$ cat config.mk
export PLATFORM = sky130hd
export DESIGN_NAME = nvsc_host
export DESIGN_NICKNAME = d
export VERILOG_FILES = /design/src/pkg/nvsc_pkg.sv /design/src/pkg/nvsc_busy_if.sv /design/src/logic/nvsc_host.sv /design/src/logic/nvsc_busy_watch.sv
export VERILOG_INCLUDE_DIRS = /design/src /design/src/pkg
export SDC_FILE = /design/constraint.sdc
export NUM_CORES = 1
export LEC_CHECK = 0
export CELL_PAD_IN_SITES_DETAIL_PLACEMENT = 0
export CELL_PAD_IN_SITES_GLOBAL_PLACEMENT = 1
export CORE_MARGIN = 10
export CORE_UTILIZATION = 40
export DETAILED_ROUTE_END_ITERATION = 12
export DONT_BUFFER_PORTS = 1
export PLACE_DENSITY_LB_ADDON = 0.1
export SETUP_SLACK_MARGIN = 0.3
export SYNTH_ARGS = -nofsm -noshare
export SYNTH_HDL_FRONTEND = slang
export SYNTH_SLANG_ARGS = --single-unit
$ cat constraint.sdc
create_clock -name clk_sys -period 5.25 [get_ports clk_sys]
set_input_delay 0.2625 -clock clk_sys [delete_from_list [all_inputs] [get_ports clk_sys]]
set_output_delay 0.2625 -clock clk_sys [all_outputs]
set_load 0.05 [all_outputs]
$ cat src/pkg/nvsc_map.svh
// constants for the nv shadow sram host controller
// Operation
// - host holds address stable across the whole write
// - host keeps output enable high during writes
// - host pulling busy line low requests a store
// - host watches busy line to see automatic stores
// - six reads from 0x4E38 to 0x8FC0 start a software store
`ifndef NVSC_MAP_SVH
`define NVSC_MAP_SVH
`define NVSC_ADDR_W 17
`define NVSC_DATA_W 8
`define NVSC_CLK_MHZ 125
`define NVSC_T_ACCESS_NS 45
`define NVSC_ACCESS_CYC ((`NVSC_T_ACCESS_NS * `NVSC_CLK_MHZ + 999) / 1000)
`define NVSC_T_SETUP_NS 20
`define NVSC_SETUP_CYC ((`NVSC_T_SETUP_NS * `NVSC_CLK_MHZ + 999) / 1000)
`define NVSC_T_GRACE_NS 25000
`define NVSC_GRACE_CYC ((`NVSC_T_GRACE_NS * `NVSC_CLK_MHZ + 999) / 1000)
`define NVSC_SEQ_LEN 6
`define NVSC_SEQ0 17'h04E38
`define NVSC_SEQ1 17'h0B1C7
`define NVSC_SEQ2 17'h083E0
`define NVSC_SEQ3 17'h07C1F
`define NVSC_SEQ4 17'h0703F
`define NVSC_SEQ5 17'h08FC0
`endif

$ cat src/pkg/nvsc_pkg.sv
// types for the nv shadow sram host controller
package nvsc_pkg;
  typedef enum logic [2:0] {
    NVSC_OP_READ = 3'h0,
    NVSC_OP_WRITE = 3'h1,
    NVSC_OP_SW_STORE = 3'h2,
    NVSC_OP_HW_STORE = 3'h3
  } nvsc_op_e;
  typedef logic [16:0] nvsc_addr_t;
  typedef logic [7:0] nvsc_data_t;
endpackage

$ cat src/pkg/nvsc_busy_if.sv
// busy line status carried between controller and its busy watcher
`timescale 1ns/1ps
`default_nettype none
interface nvsc_busy_if;
  logic busy_low;
  logic busy_fall;
  logic busy_rise;
  modport watcher (output busy_low, output busy_fall, output busy_rise);
  modport user (input busy_low, input busy_fall, input busy_rise);
endinterface
`default_nettype wire

$ cat src/logic/nvsc_host.sv
// host controller driving the nv shadow sram pins
`timescale 1ns/1ps
`default_nettype none
`include "nvsc_map.svh"
module nvsc_host #(
  parameter int ACCESS_CYC = `NVSC_ACCESS_CYC,
  parameter int SETUP_CYC = `NVSC_SETUP_CYC,
  parameter int GRACE_CYC = `NVSC_GRACE_CYC
) (
  input wire logic clk_sys,
  input wire logic rst,
  input wire logic req_valid,
  output logic req_ready,
  input wire nvsc_pkg::nvsc_op_e req_op,
  input wire nvsc_pkg::nvsc_addr_t req_addr,
  input wire nvsc_pkg::nvsc_data_t req_wdata,
  output logic rsp_valid,
  output nvsc_pkg::nvsc_data_t rsp_rdata,
  output logic store_seen,
  output logic chip_select_n,
  output logic write_enable_n,
  output logic output_enable_n,
  output nvsc_pkg::nvsc_addr_t byte_address,
  input wire nvsc_pkg::nvsc_data_t data_lines_in,
  output nvsc_pkg::nvsc_data_t data_lines_out,
  output logic data_lines_oe,
  input wire logic store_busy_n_in,
  output logic store_busy_n_out,
  output logic store_busy_n_oe
);
  import nvsc_pkg::*;

  if (ACCESS_CYC < 1 || SETUP_CYC < 1 || GRACE_CYC < 1 ||
      ACCESS_CYC > 65535 || SETUP_CYC > 65535 || GRACE_CYC > 65535) begin : g_bad_cycles
    $error("nvsc_host: cycle counts out of range");
  end

  typedef enum logic [2:0] {
    NVSC_IDLE = 3'h0,
    NVSC_ACCESS = 3'h1,
    NVSC_RECOVER = 3'h2,
    NVSC_HSB_PULL = 3'h3,
    NVSC_BUSY_WAIT = 3'h4
  } nvsc_state_e;

  nvsc_busy_if bif ();
  nvsc_busy_watch u_watch (
    .clk_sys(clk_sys),
    .rst(rst),
    .store_busy_n_in(store_busy_n_in),
    .bw(bif.watcher)
  );

  function automatic nvsc_addr_t seq_addr(input logic [2:0] idx);
    unique case (idx)
      3'h0: seq_addr = `NVSC_SEQ0;
      3'h1: seq_addr = `NVSC_SEQ1;
      3'h2: seq_addr = `NVSC_SEQ2;
      3'h3: seq_addr = `NVSC_SEQ3;
      3'h4: seq_addr = `NVSC_SEQ4;
      default: seq_addr = `NVSC_SEQ5;
    endcase
  endfunction

  nvsc_state_e state;
  nvsc_state_e next_state;
  logic [15:0] cnt;
  logic [15:0] next_cnt;
  logic is_write;
  logic next_is_write;
  logic is_sw;
  logic next_is_sw;
  logic [2:0] seq_idx;
  logic [2:0] next_seq_idx;
  logic ce_n;
  logic next_ce_n;
  logic we_n;
  logic next_we_n;
  logic oe_n;
  logic next_oe_n;
  nvsc_addr_t addr;
  nvsc_addr_t next_addr;
  nvsc_data_t wdata;
  nvsc_data_t next_wdata;
  logic drive;
  logic next_drive;
  nvsc_data_t rdata;
  nvsc_data_t next_rdata;
  logic rvalid;
  logic next_rvalid;
  logic seen;
  logic next_seen;

  // accept only when idle and device not busy
  assign req_ready = (state == NVSC_IDLE) && !bif.busy_low;

  always_comb begin
    next_state = state;
    next_cnt = cnt;
    next_is_write = is_write;
    next_is_sw = is_sw;
    next_seq_idx = seq_idx;
    next_ce_n = ce_n;
    next_we_n = we_n;
    next_oe_n = oe_n;
    next_addr = addr;
    next_wdata = wdata;
    next_drive = drive;
    next_rdata = rdata;
    next_rvalid = 1'b0;
    next_seen = bif.busy_fall ? 1'b1 : seen;
    unique case (state)
      NVSC_IDLE: begin
        if (bif.busy_low) begin
          next_state = NVSC_BUSY_WAIT;
        end else if (req_valid) begin
          next_cnt = 16'(ACCESS_CYC);
          next_ce_n = 1'b0;
          next_is_sw = 1'b0;
          next_is_write = 1'b0;
          next_state = NVSC_ACCESS;
          unique case (req_op)
            NVSC_OP_WRITE: begin
              // address set with enables, output enable kept high
              next_addr = req_addr;
              next_wdata = req_wdata;
              next_is_write = 1'b1;
              next_we_n = 1'b0;
              next_drive = 1'b1;
            end
            NVSC_OP_SW_STORE: begin
              next_addr = seq_addr(3'h0);
              next_seq_idx = 3'h0;
              next_is_sw = 1'b1;
            end
            NVSC_OP_HW_STORE: begin
              next_ce_n = 1'b1;
              next_cnt = 16'(GRACE_CYC);
              next_state = NVSC_HSB_PULL;
            end
            default: begin
              next_addr = req_addr;
              next_oe_n = 1'b0;
            end
          endcase
        end
      end
      NVSC_ACCESS: begin
        if (cnt > 16'h0001) begin
          next_cnt = cnt - 16'h0001;
        end else begin
          // end of access: read data captured from the data lines; write data latched by device on write-enable rise
          if (!is_write) begin
            next_rdata = data_lines_in;
            next_rvalid = !is_sw;
          end
          next_ce_n = 1'b1;
          next_we_n = 1'b1;
          next_oe_n = 1'b1;
          next_cnt = 16'(SETUP_CYC);
          next_state = NVSC_RECOVER;
        end
      end
      NVSC_RECOVER: begin
        next_drive = 1'b0;
        if (cnt > 16'h0001) begin
          next_cnt = cnt - 16'h0001;
        end else if (is_sw && seq_idx != 3'(`NVSC_SEQ_LEN - 1)) begin
          // back-to-back reads with nothing between them
          next_seq_idx = seq_idx + 3'h1;
          next_addr = seq_addr(seq_idx + 3'h1);
          next_ce_n = 1'b0;
          next_cnt = 16'(ACCESS_CYC);
          next_state = NVSC_ACCESS;
        end else if (is_sw) begin
          next_cnt = 16'(GRACE_CYC);
          next_state = NVSC_BUSY_WAIT;
        end else begin
          next_state = NVSC_IDLE;
        end
      end
      NVSC_HSB_PULL: begin
        if (cnt > 16'h0001) begin
          next_cnt = cnt - 16'h0001;
        end else begin
          next_state = NVSC_BUSY_WAIT;
        end
      end
      NVSC_BUSY_WAIT: begin
        // wait for store end; grace first in case line falls late
        if (cnt > 16'h0000) begin
          next_cnt = cnt - 16'h0001;
        end else if (!bif.busy_low) begin
          next_state = NVSC_IDLE;
        end
      end
      default: next_state = NVSC_IDLE;
    endcase
  end

  always_ff @(posedge clk_sys or posedge rst) begin
    if (rst) begin
      state <= NVSC_IDLE;
      cnt <= 16'h0000;
      is_write <= 1'b0;
      is_sw <= 1'b0;
      seq_idx <= 3'h0;
      ce_n <= 1'b1;
      we_n <= 1'b1;
      oe_n <= 1'b1;
      addr <= 17'h00000;
      wdata <= 8'h00;
      drive <= 1'b0;
      rdata <= 8'h00;
      rvalid <= 1'b0;
      seen <= 1'b0;
    end else begin
      state <= next_state;
      cnt <= next_cnt;
      is_write <= next_is_write;
      is_sw <= next_is_sw;
      seq_idx <= next_seq_idx;
      ce_n <= next_ce_n;
      we_n <= next_we_n;
      oe_n <= next_oe_n;
      addr <= next_addr;
      wdata <= next_wdata;
      drive <= next_drive;
      rdata <= next_rdata;
      rvalid <= next_rvalid;
      seen <= next_seen;
    end
  end

  assign chip_select_n = ce_n;
  assign write_enable_n = we_n;
  assign output_enable_n = oe_n;
  assign byte_address = addr;
  assign data_lines_out = wdata;
  assign data_lines_oe = drive;
  assign rsp_valid = rvalid;
  assign rsp_rdata = rdata;
  assign store_seen = seen;
  assign store_busy_n_out = 1'b0;
  assign store_busy_n_oe = (state == NVSC_HSB_PULL);

  property p_no_contention;
    @(posedge clk_sys) disable iff (rst) !(data_lines_oe && !output_enable_n);
  endproperty
  a_no_contention: assert property (p_no_contention) else $error("bus contention");

  property p_addr_stable_write;
    @(posedge clk_sys) disable iff (rst)
      (!write_enable_n && $past(!write_enable_n)) |-> $stable(byte_address);
  endproperty
  a_addr_stable_write: assert property (p_addr_stable_write) else $error("address moved");

  property p_read_controls;
    @(posedge clk_sys) disable iff (rst)
      !output_enable_n |-> (!chip_select_n && write_enable_n);
  endproperty
  a_read_controls: assert property (p_read_controls) else $error("bad read controls");

  property p_write_controls;
    @(posedge clk_sys) disable iff (rst)
      !write_enable_n |-> (!chip_select_n && data_lines_oe);
  endproperty
  a_write_controls: assert property (p_write_controls) else $error("bad write controls");

  property p_no_access_busy;
    @(posedge clk_sys) disable iff (rst)
      $fell(chip_select_n) |-> $past(state) == NVSC_IDLE || $past(is_sw);
  endproperty
  a_no_access_busy: assert property (p_no_access_busy) else $error("access while busy");

  property p_hsb_pull_only;
    @(posedge clk_sys) disable iff (rst)
      store_busy_n_oe |-> chip_select_n && write_enable_n;
  endproperty
  a_hsb_pull_only: assert property (p_hsb_pull_only) else $error("access during pull");

  property p_seq_first;
    @(posedge clk_sys) disable iff (rst)
      (state == NVSC_IDLE && req_valid && req_ready && req_op == NVSC_OP_SW_STORE)
        |=> byte_address == `NVSC_SEQ0 && !chip_select_n;
  endproperty
  a_seq_first: assert property (p_seq_first) else $error("sequence start wrong");

  property p_seq_no_write;
    @(posedge clk_sys) disable iff (rst)
      is_sw && state != NVSC_IDLE |-> write_enable_n;
  endproperty
  a_seq_no_write: assert property (p_seq_no_write) else $error("write in sequence");

  property p_read_rsp;
    @(posedge clk_sys) disable iff (rst)
      rsp_valid |-> $past(!output_enable_n) && chip_select_n;
  endproperty
  a_read_rsp: assert property (p_read_rsp) else $error("response without read");
endmodule
`default_nettype wire

$ cat src/logic/nvsc_busy_watch.sv
// synchroniser and edge detector for the store busy pin
`timescale 1ns/1ps
`default_nettype none
module nvsc_busy_watch (
  input wire logic clk_sys,
  input wire logic rst,
  input wire logic store_busy_n_in,
  nvsc_busy_if.watcher bw
);
  logic sync1;
  logic sync2;
  logic prev;
  logic next_sync1;
  logic next_sync2;
  logic next_prev;

  always_comb begin
    next_sync1 = store_busy_n_in;
    next_sync2 = sync1;
    next_prev = sync2;
  end

  always_ff @(posedge clk_sys or posedge rst) begin
    if (rst) begin
      sync1 <= 1'b1;
      sync2 <= 1'b1;
      prev <= 1'b1;
    end else begin
      sync1 <= next_sync1;
      sync2 <= next_sync2;
      prev <= next_prev;
    end
  end

  // host sees automatic stores through the busy line
  assign bw.busy_low = ~sync2;
  assign bw.busy_fall = prev & ~sync2;
  assign bw.busy_rise = ~prev & sync2;
endmodule
`default_nettype wire

## Yosys cells after proc, flatten, opt, wreduce, memory -nomap -nowiden

Cells that the tools add are included.

- Magnitude comparators: 2
- Multiply operators: 0
- Muxes and demuxes: 58
- Reduce and logical (&&, ||, !) cells: 21
- $add $sub $neg: 2
- Divide/modulo/power cells: 0
- Shift-type cells: 0
- Bitwise gates (word level): 4
- Equal/unequal tests: 28

Operators by type and width:

| cell | count |
|---|---|
| one-hot mux 16 bit (5 select lines) | 2 |
| two-way mux 16 bit | 8 |
| two-way mux 17 bit | 4 |
| one-hot mux 17 bit (2 select lines) | 2 |
| two-way mux 3 bit | 14 |
| > comparator 16 x 1 -> 1 bit (second input constant) | 2 |
| AND reduction 6 bit | 5 |
| two-way mux 1 bit | 20 |
| equality test 3 x 2 -> 1 bit (second input constant) | 6 |
| != test 2 bit (second input constant) | 9 |
| subtractor 16 x 1 -> 16 bit (second input constant) | 1 |
| one-hot mux 3 bit (5 select lines) | 1 |
| two-way mux 12 bit | 1 |
| != test 2 x 1 -> 1 bit (second input constant) | 5 |
| AND reduction 5 bit | 2 |
| equality test 3 x 1 -> 1 bit (second input constant) | 3 |
| AND reduction 4 bit | 2 |
| equality test 3 bit (second input constant) | 2 |
| zero test 3 bit | 2 |
| != test 3 bit (second input constant) | 2 |
| one-hot mux 1 bit (2 select lines) | 3 |
| one-hot mux 3 bit (2 select lines) | 1 |
| AND reduction 3 bit | 2 |
| nonzero test 5 bit | 1 |
| other kinds (11) | 15 |

- Bits in read-only memories: 0
- Output and inout bits: 42
- Register bits: 66
- Latch bits: 0
- RAM bits: 0
- Input bits: 40
- Logic and storage cells: 132
- Memories: 0

## Logic depth before layout (Yosys ltp)

- Depth in word-level cells: 6
- Mapped depth: 9
- Depth with buffers taken out: 8

## Cells and area by module

A second synthesis with hierarchy kept.

- Cells, all modules: 366
- Area, all modules: 3636.0 um2

Modules (own cells, without submodules):

| module | cells an instance | times used | seq. area each (um2) | area each (um2) |
|---|---|---|---|---|
| nvsc_host | 359 | 1 | 1580.3 | 3534.6 |
| nvsc_busy_watch | 7 | 1 | 78.8 | 101.3 |

## Worst setup path after synthesis

No wires, ideal clock.

- Path type: register to register
- From: register cnt[2]
- To: register cnt[13]
- Period minus slack after synthesis: 2466 ps
- Stages on the path, launching flop included: 8
- Arrival time: 2337 ps
- Required time: 5121 ps
- Buffers on the path: 1
- Slack: 2784 ps
- Library setup time: 129 ps
- Path through: dfrtp_1 buf_2 or4_1 or3_1 or3_1 or4_1 a21oi_1 o32ai_1

- Longest elaborated chain between the ends: 3
- Elaborated cells on any way between the ends: 12
- Classes of those cells: add/sub (1); order compare (2); eq/ne (3); mux (5); reduce/logical (1)

RTL lines:

| element | RTL line | source |
|---|---|---|
| start, declared | nvsc_host.sv:67 | `logic [15:0] cnt;` |
| start signal, assigned | nvsc_host.sv:219 | `cnt <= next_cnt;` |
| subtractor 16 x 1 -> 16 bit (tied with other cells) | n/a |  |
| two-way mux 16 bit (tied with other cells) | nvsc_host.sv:191 | `if (cnt > 16'h0000) begin` |
| one-hot mux 16 bit (5 select lines) / AND reduction 6 bit (equally long branches) | n/a |  |

Several ways; a longest one is shown, not always the timed one. The select of a mux whose other input is x is not followed.
A chain may end at the register's enable or synchronous reset.

## Worst setup path in the final report

- From: register cnt[10]
- To: register addr[9], in the netlist byte_address[9]

- Longest elaborated chain between the ends: 3

RTL lines:

| element | RTL line | source |
|---|---|---|
| > comparator 16 x 1 -> 1 bit | nvsc_host.sv:166 | `if (cnt > 16'h0001) begin` |
| != test 2 bit (no line) | n/a |  |
| AND reduction 6 bit (no line) | n/a |  |
| end signal, assigned | nvsc_host.sv:226 | `addr <= next_addr;` |
| end, declared | nvsc_host.sv:81 | `nvsc_addr_t addr;` |

No other way between the ends.

==> metrics.txt <==
Setup CP Type=reg2reg; CTS sink count=66; initial antenna violation count=0; CP max stage cell=or4_1; reg2reg path depth=6; max cap viols=0; setup tns final=0 ns; r2r startpoint=cnt[10]; Post-Syn Area=3590 um2; internal power=0.000797 W; Tcrit/Tclk final=0.546; relative slew slack=0.450; Final setup viols=0; Storage cell area=about 1700 um2; vias in the first global route=2694; RD Place Congestion=around 0.85; Worst EP required=approximately 5.5 ns; switching fraction of total power=0.239; Primary FF master, synth=dfrtp_1; Final Util=0.447; total wire length=roughly 8.7 mm; Logic pwr share=0.027; worst hold path class=in2async; filler cell count=844; die height=roughly 110 um; Clock power frac=0.469; Max Slew Vio Count=0; cells along the critical path=or4_1, nor4_4, nand3_1, a21boi_2, buf_4, mux2_2; critical path startpoint category=flop; Leak=between 1.5 and 2 nW; CP bufs+invs=1; IO Port Bufs=0; Initial Utilization=0.412; global-route wire length before repair=14.5 mm; largest net degree at the start of global routing=between 60 and 70; area of the die=13200 um2; flops & latches, synth=between 60 and 70; most common cell after layout, fill and taps aside=dfrtp_1; Routed WL per cell=approximately 18 um; syn nets=412; most frequent cells in the layout=60 x dfrtp_1, 31 x nand2_1, 29 x a21oi_1; post-route ant nets=0; CP Data Arrival Time=3.10 ns; Fin. Hold Viols=0; # Post-CTS Setup Buffers=0; crit-path max cell delay=around 0.70 ns; YS warnings=0; syn avg cell area=9.86 um2; initial drt markers=99; diodes inserted=0; skew final=0.0102 ns; Site Rows=34; run status=finished, final reports clean; Vias=approximately 2600; multi-input logic area=1730 um2; Die Wd=approximately 110 um; RSZ-0062 raised after global routing=false; TritonCTS clock tree=yes; FF-to-FF End=byte_address[9]; area grow syn2layout=8.64%; Worst VDD drop=~0.00016 V; R2R Setup Slk=2.38 ns; Total Nets Final=410; Syn Inst Count=approximately 360; CTS Buffer Depth=2; average vias per placed instance=~5.5; Post-synth EDFFs=0; CTS clock-pin slew for the worst setup and hold paths=0.08 ns; Seq pwr share=0.504; Ports=approximately 80; worst slew pin tran=around 0.83 ns; H-tree depth=3; layout cell share with drive strength beyond 1=0.169; fmax=349 MHz; Psw=roughly 0.00025 W; Top Family by Delay on Critical Path=simple AND/OR/NAND/NOR gates; sequential fraction of the synthesis area=0.462; Hold Slack=around 0.048 ns; CORE AREA=a little under 9000 um2; Worst setup EP type=flop; CTS root buf=clkbuf_8; Pre-antenna DRT Iters=4; Yosys cell types=56; pwr/cell area=around 270 nW/um2; total gr overflow=0; critical path fanouts, max=18; Final min period=between 2 and 3 ns; Clk Latency, worst-skew pair=around 0.35 ns; Residual DRC=0; ys async rst share=1.00; HPWL after DPL=about 6.5 mm; cells resized by post-CTS repair=0; Inserted Clock Buffers=9; GRT Total Usage=0.136
[stage by stage]
step	instances	worst slack, ns	cell area [um2]	total power [W]
floorplan	364	2.78	3590	0.000559
global placement	458	2.49	3660	0.000566
detailed placement	458	2.38	3660	0.000566
CTS	475	2.39	3900	0.00106
global route	475	2.22	3900	0.00109
finish	475	2.38	3900	0.00105
[registers in the layout (all words and copies together), names as in the netlist, 3 cells and up]
signal          flops
data_lines_out      8
cnt                16
state               3
seq_idx             3
rsp_rdata           8
byte_address       17
[kinds of logic after synthesis]
| family | synth area share |
|---|---|
| other | 0.00104 |
| and+or+nand+nor | 0.157 |
| xor gates and xnor gates | 0.00732 |
| AOI/OAI and AO/OA | 0.174 |
| muxes | 0.111 |
| adders and majority gates | 0.0310 |
| buffers and inverters | 0.0565 |
| DFF | 0.462 |
[per-layer routing]
layer  part of all wire  track usage
met5                  0            0
met4              0.010       0.0371
met3              0.083       0.0625
met2               0.44        0.195
met1               0.46        0.180
[layout make-up]
class / instances / area share
Inverter: 28 / 0.0269
Clock inverter: 7 / 0.0269
Multi-Input combinational cell: 252 / 0.444
Tap cell: 108 / 0.0346
Clock buffer: 9 / 0.0318
Timing Repair Buffer: 5 / 0.0103
Sequential cell: 66 / 0.425
[timing repair]
action,in CTS,in global routing
endpoints found under the hold margin,1,0
hold buffers,1,0
setup endpoints to repair,0,0
[worst max path at each step]
stage	start	end	slack [ns]	cells after the start
final	cnt[10]	byte_address[9]	2.38	6
after global routing	cnt[10]	byte_address[5]	2.22	6
after CTS	cnt[10]	byte_address[9]	2.39	6
after detailed placement	cnt[10]	byte_address[6]	2.38	6
after global placement	cnt[10]	byte_address[6]	2.49	6
after floorplan	cnt[2]	cnt[13]	2.78	7
[power groups by stage]
stage	Combinational (W)	Clock (W)	Sequential, W
floorplan	0.0000226	0	0.000536
global placement	0.0000281	0	0.000538
detailed placement	0.0000283	0	0.000538
CTS	0.0000289	0.000507	0.000528
global route	0.0000322	0.000530	0.000528
finish	0.0000278	0.000492	0.000528
[cell usage after synthesis, types with 2 or more instances]
cell,number,area [um2]
xor2_1,2,17.5
mux2_2,23,259
dfstp_2,6,158
a21o_1,4,30.0
buf_4,3,22.5
clkbuf_1,9,33.8
inv_1,28,105
o31ai_1,2,15.0
nor2b_1,3,18.8
o32ai_1,3,26.3
a211oi_1,3,22.5
a21oi_1,29,145
nor3_1,9,45.0
ha_1,8,100
a22oi_1,3,22.5
a221o_1,2,20.0
or2_2,3,18.8
dfrtp_1,60,1500
o21bai_1,2,15.0
nor2_1,20,75.1
a31oi_1,3,18.8
o21ai_0,14,70.1
o211ai_1,5,37.5
nand3_1,4,20.0
or4_1,5,37.5
o21a_1,5,37.5
buf_6,2,22.5
or3_1,8,50.1
mux2i_1,14,140
o22ai_1,5,31.3
o22a_1,4,35.0
o311ai_0,2,17.5
nand2b_1,9,56.3
nor3b_1,2,15.0
nand2_1,31,116
a21boi_0,2,15.0
and2_1,6,37.5
buf_2,3,15.0
(Power assumes the default switching activity.)
